## config.mk

```make
export PLATFORM = sky130hd
export DESIGN_NAME = modem_sync_preamble_hop_cfg
export DESIGN_NICKNAME = d
export VERILOG_FILES = /design/src/common/modem_cfg_pkg.sv /design/src/verilog/sync_correlator.sv /design/src/verilog/modem_sync_preamble_hop_cfg.sv
export SDC_FILE = /design/constraint.sdc
export NUM_CORES = 1
export LEC_CHECK = 0
export BUFFER_PORTS_ARGS = -buffer_cell sky130_fd_sc_hd__buf_2
export CORE_ASPECT_RATIO = 0.8
export CORE_UTILIZATION = 60
export DETAILED_ROUTE_END_ITERATION = 10
export HOLD_SLACK_MARGIN = 0.15
export PLACE_DENSITY_LB_ADDON = 0.12
export SLEW_MARGIN = 20
export SYNTH_ARGS = -nofsm -noshare
export SYNTH_HDL_FRONTEND = slang
export SYNTH_HIERARCHICAL = 1
export SYNTH_SLANG_ARGS = --single-unit
```

## constraint.sdc

```tcl
create_clock -name clk -period 17.85 [get_ports clk]
set_input_delay 3.57 -clock clk [delete_from_list [all_inputs] [get_ports clk]]
set_output_delay 3.57 -clock clk [all_outputs]
set_load 0.01 [all_outputs]
```

## src/common/modem_cfg_pkg.sv

```systemverilog
// Constants for the modem sync, preamble and channel-step configuration block.
// Assumes an 8-bit register port with 6-bit addresses, as on the chip's serial port.
package modem_cfg_pkg;

  // Register offsets
  localparam logic [5:0] SYNC_CFG_ADDR = 6'h12;
  localparam logic [5:0] PREAMBLE_FEC_ADDR = 6'h13;
  localparam logic [5:0] STEP_FINE_ADDR = 6'h14;

  // Field positions
  localparam int SYNC_MODE_LSB = 0;
  localparam int SYNC_MODE_MSB = 2;
  localparam int FEC_BIT = 7;
  localparam int PREAMBLE_LSB = 4;
  localparam int PREAMBLE_MSB = 6;
  localparam int STEP_EXP_LSB = 0;
  localparam int STEP_EXP_MSB = 1;
  localparam int CS_GATE_BIT = 2;

  // Reset values
  localparam logic [2:0] SYNC_MODE_RST = 3'h2;
  localparam logic FEC_RST = 1'b0;
  localparam logic [2:0] PREAMBLE_RST = 3'h2;
  localparam logic [1:0] STEP_EXP_RST = 2'h2;
  localparam logic [7:0] STEP_MANT_RST = 8'hF8;

  // Sync match thresholds, in matching bits
  localparam logic [5:0] MATCH_15_OF_16 = 6'h0F;
  localparam logic [5:0] MATCH_16_OF_16 = 6'h10;
  localparam logic [5:0] MATCH_30_OF_32 = 6'h1E;

  // Sync mode low bits
  localparam logic [1:0] SYNC_NONE = 2'h0;
  localparam logic [1:0] SYNC_16_LOOSE = 2'h1;
  localparam logic [1:0] SYNC_16_EXACT = 2'h2;
  localparam logic [1:0] SYNC_32 = 2'h3;

  // Preamble length in bytes, indexed by code
  localparam logic [7:0][4:0] PREAMBLE_BYTES = {
    5'h18, 5'h10, 5'h0C, 5'h08, 5'h06, 5'h04, 5'h03, 5'h02
  };

  // Step is (256 + mantissa) << exponent, in units of crystal / 2^18
  localparam logic [8:0] STEP_BASE = 9'h100;
  localparam int STEP_W = 12;
  localparam int BASE_W = 24;
  // Base word is in crystal / 2^16 units, step in crystal / 2^18
  localparam int BASE_TO_STEP_SHIFT = 2;
  localparam int FREQ_W = 27;

endpackage : modem_cfg_pkg

```

## src/verilog/sync_correlator.sv

```systemverilog
// Sync word correlator: shifts received bits and counts matching positions.
// Assumes one received bit per cycle with rx_bit_valid high, synchronous to clk.
`timescale 1ns/100ps
`default_nettype none
module sync_correlator
  import modem_cfg_pkg::*;
(
  input wire logic clk,
  input wire logic arst_n,
  input wire logic clear,
  input wire logic bit_valid,
  input wire logic bit_in,
  input wire logic [15:0] sync_word,
  output logic [5:0] match16,
  output logic [5:0] match32,
  output logic [5:0] fill
);

  logic [31:0] shift_q;
  logic [31:0] shift_d;
  logic [5:0] fill_q;
  logic [5:0] fill_d;
  logic [31:0] agree;

  ////////////////////////////////////////////////////////////////////////////
  always_comb
  begin
    shift_d = shift_q;
    fill_d = fill_q;
    if (clear)
    begin
      shift_d = 32'h0;
      fill_d = 6'h00;
    end
    else if (bit_valid)
    begin
      shift_d = {shift_q[30:0], bit_in};
      if (fill_q != 6'h20)
        fill_d = fill_q + 6'h01;
    end
  end

  always_ff @(posedge clk or negedge arst_n)
  begin
    if (!arst_n)
    begin
      shift_q <= 32'h0;
      fill_q <= 6'h00;
    end
    else
    begin
      shift_q <= shift_d;
      fill_q <= fill_d;
    end
  end

  ////////////////////////////////////////////////////////////////////////////
  // Repeated sync word forms the 32-bit pattern
  assign agree = ~(shift_q ^ {sync_word, sync_word});

  always_comb
  begin
    match16 = 6'h00;
    match32 = 6'h00;
    for (int i = 0; i < 32; i++)
    begin
      match32 = match32 + {5'h00, agree[i]};
      if (i < 16)
        match16 = match16 + {5'h00, agree[i]};
    end
  end

  assign fill = fill_q;

endmodule : sync_correlator
`default_nettype wire

```

## src/verilog/modem_sync_preamble_hop_cfg.sv

```systemverilog
// Modem configuration bank: sync qualifier, FEC and preamble length, channel step.
// Assumes a host register port synchronous to clk and a bit-serial demodulator feed.
//
// Notes on behaviour
// - Sync qualifier mode is three bits at 2:0, resetting to 2.
// - Mode 0: no preamble or sync sent, no sync search in receive.
// - Mode 1 accepts 15 of 16 sync bits; mode 2 needs all 16.
// - Mode 3 searches a 32-bit sync word, accepting 30 of 32 bits.
// - Modes 3 and 7 transmit the 16-bit sync word twice in a row.
// - Mode 4: no preamble or sync; reception qualified by carrier sense only.
// - Modes 5, 6, 7 use criteria of 1, 2, 3 plus carrier sense.
// - Bit 7 enables FEC with interleaving on payload; resets to off.
// - Preamble code at 6:4 maps to 2,3,4,6,8,12,16,24 bytes; resets to 2.
// - Step exponent is two bits at 1:0, resetting to 2.
// - Step mantissa fills bits 7:0 of its own register, resetting to 248.
// - Step equals crystal/2^18 times (256 + mantissa) times 2^exponent, unsigned.
// - Operating frequency is base plus step times channel index.
`timescale 1ns/100ps
`default_nettype none
module modem_sync_preamble_hop_cfg
  import modem_cfg_pkg::*;
(
  input wire logic clk,
  input wire logic arst_n,
  input wire logic reg_wr,
  input wire logic [5:0] reg_addr,
  input wire logic [7:0] reg_wdata,
  output logic [7:0] reg_rdata,
  input wire logic [1:0] packet_ctrl_low,
  input wire logic rx_enable,
  input wire logic rx_bit_valid,
  input wire logic rx_bit,
  input wire logic carrier_sense,
  input wire logic [15:0] sync_word,
  input wire logic [23:0] base_freq,
  input wire logic [7:0] hop_index,
  output logic fwd_err_corr_on,
  output logic fec_length_conflict,
  output logic [4:0] preamble_bytes,
  output logic tx_preamble_sync_on,
  output logic tx_sync_twice,
  output logic rx_search_on,
  output logic rx_cs_gate,
  output logic rx_qualified,
  output logic [11:0] hop_step,
  output logic [26:0] op_freq
);

  ////////////////////////////////////////////////////////////////////////////
  // Configuration registers

  logic [2:0] sync_mode_q;
  logic [2:0] sync_mode_d;
  logic fec_q;
  logic fec_d;
  logic [2:0] preamble_code_q;
  logic [2:0] preamble_code_d;
  logic [1:0] hop_step_exponent_q;
  logic [1:0] hop_step_exponent_d;
  logic [7:0] hop_step_mantissa_q;
  logic [7:0] hop_step_mantissa_d;
  logic [7:0] rdata_q;
  logic [7:0] rdata_d;

  always_comb
  begin
    sync_mode_d = sync_mode_q;
    fec_d = fec_q;
    preamble_code_d = preamble_code_q;
    hop_step_exponent_d = hop_step_exponent_q;
    hop_step_mantissa_d = hop_step_mantissa_q;
    if (reg_wr)
    begin
      case (reg_addr)
        SYNC_CFG_ADDR:
          sync_mode_d = reg_wdata[SYNC_MODE_MSB:SYNC_MODE_LSB];
        PREAMBLE_FEC_ADDR:
        begin
          fec_d = reg_wdata[FEC_BIT];
          preamble_code_d = reg_wdata[PREAMBLE_MSB:PREAMBLE_LSB];
          hop_step_exponent_d = reg_wdata[STEP_EXP_MSB:STEP_EXP_LSB];
        end
        STEP_FINE_ADDR:
          hop_step_mantissa_d = reg_wdata;
        default:
          ;
      endcase
    end
  end

  // Read data follows the address one cycle later; unmapped reads zero
  always_comb
  begin
    rdata_d = 8'h00;
    case (reg_addr)
      SYNC_CFG_ADDR:
        rdata_d[SYNC_MODE_MSB:SYNC_MODE_LSB] = sync_mode_q;
      PREAMBLE_FEC_ADDR:
      begin
        rdata_d[FEC_BIT] = fec_q;
        rdata_d[PREAMBLE_MSB:PREAMBLE_LSB] = preamble_code_q;
        rdata_d[STEP_EXP_MSB:STEP_EXP_LSB] = hop_step_exponent_q;
      end
      STEP_FINE_ADDR:
        rdata_d = hop_step_mantissa_q;
      default:
        rdata_d = 8'h00;
    endcase
  end

  always_ff @(posedge clk or negedge arst_n)
  begin
    if (!arst_n)
    begin
      sync_mode_q <= SYNC_MODE_RST;
      fec_q <= FEC_RST;
      preamble_code_q <= PREAMBLE_RST;
      hop_step_exponent_q <= STEP_EXP_RST;
      hop_step_mantissa_q <= STEP_MANT_RST;
      rdata_q <= 8'h00;
    end
    else
    begin
      sync_mode_q <= sync_mode_d;
      fec_q <= fec_d;
      preamble_code_q <= preamble_code_d;
      hop_step_exponent_q <= hop_step_exponent_d;
      hop_step_mantissa_q <= hop_step_mantissa_d;
      rdata_q <= rdata_d;
    end
  end

  assign reg_rdata = rdata_q;

  ////////////////////////////////////////////////////////////////////////////
  // Sync qualifier decode, registered so every output is a flop

  logic [1:0] sync_kind;
  logic cs_gate;
  logic [5:0] threshold;
  logic tx_pre_on_q;
  logic tx_pre_on_d;
  logic tx_twice_q;
  logic tx_twice_d;
  logic search_q;
  logic search_d;
  logic cs_gate_q;
  logic cs_gate_d;
  logic [4:0] pre_bytes_q;
  logic [4:0] pre_bytes_d;
  logic fec_out_q;
  logic fec_out_d;
  logic conflict_q;
  logic conflict_d;

  assign sync_kind = sync_mode_q[1:0];
  assign cs_gate = sync_mode_q[CS_GATE_BIT];

  always_comb
  begin
    threshold = MATCH_16_OF_16;
    case (sync_kind)
      SYNC_16_LOOSE:
        threshold = MATCH_15_OF_16;
      SYNC_16_EXACT:
        threshold = MATCH_16_OF_16;
      SYNC_32:
        threshold = MATCH_30_OF_32;
      default:
        threshold = MATCH_16_OF_16;
    endcase
  end

  always_comb
  begin
    tx_pre_on_d = (sync_kind != SYNC_NONE);
    tx_twice_d = (sync_kind == SYNC_32);
    search_d = rx_enable && (sync_kind != SYNC_NONE);
    cs_gate_d = cs_gate;
    pre_bytes_d = PREAMBLE_BYTES[preamble_code_q];
    fec_out_d = fec_q;
    // Flag only: the host is trusted to keep FEC with fixed length
    conflict_d = fec_q && (packet_ctrl_low != 2'h0);
  end

  always_ff @(posedge clk or negedge arst_n)
  begin
    if (!arst_n)
    begin
      tx_pre_on_q <= 1'b1;
      tx_twice_q <= 1'b0;
      search_q <= 1'b0;
      cs_gate_q <= 1'b0;
      pre_bytes_q <= PREAMBLE_BYTES[PREAMBLE_RST];
      fec_out_q <= FEC_RST;
      conflict_q <= 1'b0;
    end
    else
    begin
      tx_pre_on_q <= tx_pre_on_d;
      tx_twice_q <= tx_twice_d;
      search_q <= search_d;
      cs_gate_q <= cs_gate_d;
      pre_bytes_q <= pre_bytes_d;
      fec_out_q <= fec_out_d;
      conflict_q <= conflict_d;
    end
  end

  assign tx_preamble_sync_on = tx_pre_on_q;
  assign tx_sync_twice = tx_twice_q;
  assign rx_search_on = search_q;
  assign rx_cs_gate = cs_gate_q;
  assign preamble_bytes = pre_bytes_q;
  assign fwd_err_corr_on = fec_out_q;
  assign fec_length_conflict = conflict_q;

  ////////////////////////////////////////////////////////////////////////////
  // Receive qualification

  logic [5:0] match16;
  logic [5:0] match32;
  logic [5:0] fill;
  logic [5:0] score;
  logic [5:0] need_fill;
  logic shifted_q;
  logic shifted_d;
  logic cs_prev_q;
  logic cs_prev_d;
  logic qual_q;
  logic qual_d;
  logic corr_clear;

  // Restart the search after a hit or while idle, so one word gives one pulse
  assign corr_clear = !search_q || qual_q;

  sync_correlator u_corr (
    .clk(clk),
    .arst_n(arst_n),
    .clear(corr_clear),
    .bit_valid(rx_bit_valid),
    .bit_in(rx_bit),
    .sync_word(sync_word),
    .match16(match16),
    .match32(match32),
    .fill(fill)
  );

  always_comb
  begin
    score = (sync_kind == SYNC_32) ? match32 : match16;
    need_fill = (sync_kind == SYNC_32) ? MATCH_16_OF_16 + MATCH_16_OF_16 : MATCH_16_OF_16;
    shifted_d = rx_bit_valid && !corr_clear;
    cs_prev_d = carrier_sense;
    qual_d = 1'b0;
    if (rx_enable && !qual_q)
    begin
      if (sync_kind == SYNC_NONE)
        qual_d = cs_gate && carrier_sense && !cs_prev_q;
      else if (shifted_q && search_q && fill >= need_fill)
        qual_d = (score >= threshold) && (!cs_gate || carrier_sense);
    end
  end

  always_ff @(posedge clk or negedge arst_n)
  begin
    if (!arst_n)
    begin
      shifted_q <= 1'b0;
      cs_prev_q <= 1'b0;
      qual_q <= 1'b0;
    end
    else
    begin
      shifted_q <= shifted_d;
      cs_prev_q <= cs_prev_d;
      qual_q <= qual_d;
    end
  end

  assign rx_qualified = qual_q;

  ////////////////////////////////////////////////////////////////////////////
  // Channel step and operating frequency

  logic [11:0] step_q;
  logic [11:0] step_d;
  logic [26:0] freq_q;
  logic [26:0] freq_d;
  logic [19:0] offset;

  always_comb
  begin
    // Unsigned; units of crystal / 2^18
    step_d = 12'({STEP_BASE[8], hop_step_mantissa_q}) << hop_step_exponent_q;
    offset = 20'(step_q) * 20'(hop_index);
    freq_d = FREQ_W'({base_freq, 2'b00}) + FREQ_W'(offset);
  end

  always_ff @(posedge clk or negedge arst_n)
  begin
    if (!arst_n)
    begin
      step_q <= 12'h000;
      freq_q <= 27'h0000000;
    end
    else
    begin
      step_q <= step_d;
      freq_q <= freq_d;
    end
  end

  assign hop_step = step_q;
  assign op_freq = freq_q;

endmodule : modem_sync_preamble_hop_cfg
`default_nettype wire

```

==> results.json <==
{
  "peakVddDrop_uv": 146,
  "crit_type": "in2reg",
  "cts_tree": "done",
  "final_cells": 1231,
  "drv_cap": 0,
  "rsz0062_at_grt": "no",
  "clk_latency_ns": 0.42,
  "cts-resized-gates": 0,
  "num_antenna_cells": 0,
  "end_kind": "flip-flop",
  "ys.flop_type": "dfrtp_1",
  "ys_top_cells_by_area": "dfrtp_1 28%, fa_1 21%, ha_1 8.6%",
  "vias": 6327,
  "ctsHoldBuffers": 0,
  "wl_met2_um": 8480,
  "fmax_mhz": 95.6,
  "dieHeight_um": 113,
  "timing.hold.ws_ns": 0.434,
  "wl_met1_um": 8980,
  "yosysWarnings": 6,
  "path_max_fanout": 2,
  "max-clock-path-buffers": 2,
  "r2r_slack_ns": 10.23,
  "post_cts_buffers": 0,
  "worst_pin_slew_ns": 1.11,
  "holdPathEnd": "rx_qualified",
  "critPathMostFrequentCell": "fa_1",
  "highest_layer": "met4",
  "setup_viol": 0,
  "die_x_um": 141,
  "place_ws_ns": 6.95,
  "synth.avg_cell_area_um2": 10.5,
  "grt_use_total_pct": 25.1,
  "r2r_cells": 25,
  "synthesis.area_um2": 9310,
  "initial_utilization_pct": 61.8,
  "wl_met3_um": 671,
  "skew_ns": 0.00818,
  "fin_crit_ns": 10.46,
  "drt_iter0_drc": 308,
  "rr_endpoint": "rx_qualified",
  "fin_tns_setup_ns": 0,
  "grt_max_degree": 62,
  "r2r_start": "u_corr/shift_q[11]",
  "clkTransAtPathRegs_ns": 0.06,
  "ios": 130,
  "drt-pass1-iter-count": 7,
  "core-area_um2": 15100,
  "synth_cell_types": 62,
  "slew-limit-headroom_pct": 26.3,
  "rows": 40,
  "power.density_nw_per_um2": 158,
  "gp_congestion": 0.841,
  "p_leak_uw": 0.00561,
  "cts_buffers": 17,
  "ys_seq_elements": 116,
  "antenna_left": 0,
  "synthCells": 883,
  "hp-class": "reg2reg",
  "required_ns": 18.18,
  "worstPathArrival_ns": 10.79,
  "async_flop_share_pct": 100,
  "syn_nets": 1117,
  "drc": 0,
  "whs_path_depth": 1,
  "synth_edf_count": 0,
  "vias_per_cell": 5.14,
  "hold_viol_final": 0,
  "die_area_um2": 16000,
  "final_nets": 1242,
  "routed_wl_um": 18400,
  "cp-start-kind": "primary input",
  "grt_pass1_vias": 6425,
  "placed_cells": 1199,
  "wl_per_cell_um": 14.9,
  "critPathMaxStageDelay_ns": 0.55,
  "clock-sinks": 116,
  "setup_ws_ns": 7.39,
  "period_share_pct": 58.6,
  "hpwl_um": 14000,
  "status": "completed",
  "crit_slowest_cell": "fa_1",
  "synth_top_area_share_pct": 28.5,
  "holdCritStartpoint": "cs_prev_q",
  "antenna_found_initial": 0,
  "io_buffers": 129,
  "drive_above_1_share_pct": 19.3,
  "finish.utilization_pct": 71.2,
  "htree_levels": 4,
  "grt_first_pass_wirelength_um": 31200,
  "synth_top_area_cell": "dfrtp_1",
  "grt.overflow.total": 0,
  "syn_to_final_growth_pct": 15.2,
  "cts_root_buf": "clkbuf_16",
  "ys_seq_area_share_pct": 31.3,
  "slew_violations": 0
}
metal layers:
layer  vias up  GRT usage, %
li1       3048             -
met1      3111          35.7
met2       146          39.2
met3        22          3.90
met4         0          9.35
met5         -             0
layout by cell type (no fill, tap or decap), types with 3 or more instances in the layout:
cell and count:
buf_2 128, clkbuf_16 17, nor2b_1 4, buf_4 3
inv_8 5, ha_1 64, o22ai_1 3, inv_6 5
mux2_2 13, nor2_1 50, dfstp_2 10, and2_1 57
a21o_1 13, inv_1 157, a21oi_1 26, mux2i_1 42
xor2_1 25, o21ai_0 6, fa_1 99, a211oi_1 4
dfrtp_1 106, nand3_1 7, xnor2_1 33, a211o_1 3
nand2_1 60, a22o_1 5, mux2_1 9, and3_1 3
a31oi_1 5, nand2b_1 7
state kept, by name (all words and copies together), names as in the netlist, 2 cells and up:
| register | flops |
|---|---|
| hop_step_mantissa_q | 8 |
| preamble_code_q | 3 |
| u_corr/fill | 6 |
| reg_rdata | 8 |
| hop_step_exponent_q | 2 |
| hop_step | 12 |
| preamble_bytes | 5 |
| sync_mode_q | 3 |
| u_corr/shift_q | 32 |
| op_freq | 27 |
metrics by stage:
step	total power (uW)	instance area [um^2]
floorplan	1140	9310
global placement	1310	10100
global route	1880	10700
finish	1700	10700
CTS	1710	10700
detailed placement	1340	10100
power breakdown:
part	total [uW]	leakage, uW	switching, uW	internal, uW
Combinational	1000	0.00381	558	446
Clock	355	0.000299	142	213
Sequential	339	0.00150	28.9	310
worst max-delay path: cells and delay by family:
family                     cells  cell delay, ns
buffers and inverters          6            0.40
and+or+nand+nor                2            0.66
AOI/OAI and AO/OA              3            0.31
xor gates and xnor gates       2            0.24
muxes                          1            0.27
adders and majority gates     12            5.33
area by class of cell:
class | instances | area (um^2)
Inverter | 157 | 589
Timing Repair Buffer | 131 | 663
Clock buffer | 17 | 425
Clock inverter | 15 | 185
Multi-Input combinational cell | 585 | 5680
Sequential cell | 116 | 2920
Fill cell | 1140 | 4340
Tap cell | 210 | 263
worst max path at each step:
stage / start / endpoint / slack (ns) / depth (start not counted)
global route: sync_word[11] / rx_qualified / 7.06 / 27
global placement: sync_word[11] / rx_qualified / 7.03 / 27
detailed placement: sync_word[11] / rx_qualified / 6.95 / 27
finish: sync_word[11] / rx_qualified / 7.39 / 26
CTS: sync_word[11] / rx_qualified / 7.39 / 27
floorplan: sync_word[11] / rx_qualified / 7.38 / 26
cell families after synthesis:
kind of cell               share of synthesized area [%]
xor gates and xnor gates                            5.46
buffers and inverters                               7.62
DFF                                                 31.3
muxes                                               7.66
adders and majority gates                           29.9
and+or+nand+nor                                     11.1
other                                             0.0403
AOI/OAI and AO/OA                                   6.91
cells in the mapped netlist (2+ instances only):
cell type and n:
inv_1 157, dfrtp_1 106, fa_1 99, ha_1 64, nand2_1 60, and2_1 57, nor2_1 50, mux2i_1 42
xnor2_1 33, a21oi_1 26, xor2_1 25, clkbuf_1 14, a21o_1 13, mux2_2 13, dfstp_2 10, mux2_1 9
nand2b_1 7, nand3_1 7, buf_4 6, o21ai_0 6, a22o_1 5, a31oi_1 5, a211oi_1 4, nor2b_1 4
a211o_1 3, and3_1 3, buf_2 3, o22ai_1 3, a21boi_0 2, a21boi_1 2, a21oi_2 2, a311oi_1 2
buf_1 2, mux4_2 2, nand4_1 2, nand4b_1 2, nor3_1 2, nor3b_1 2, o211ai_1 2, o21a_1 2
o21ai_1 2, o21bai_1 2, or3_1 2
Power figures use the tool's default switching activity.
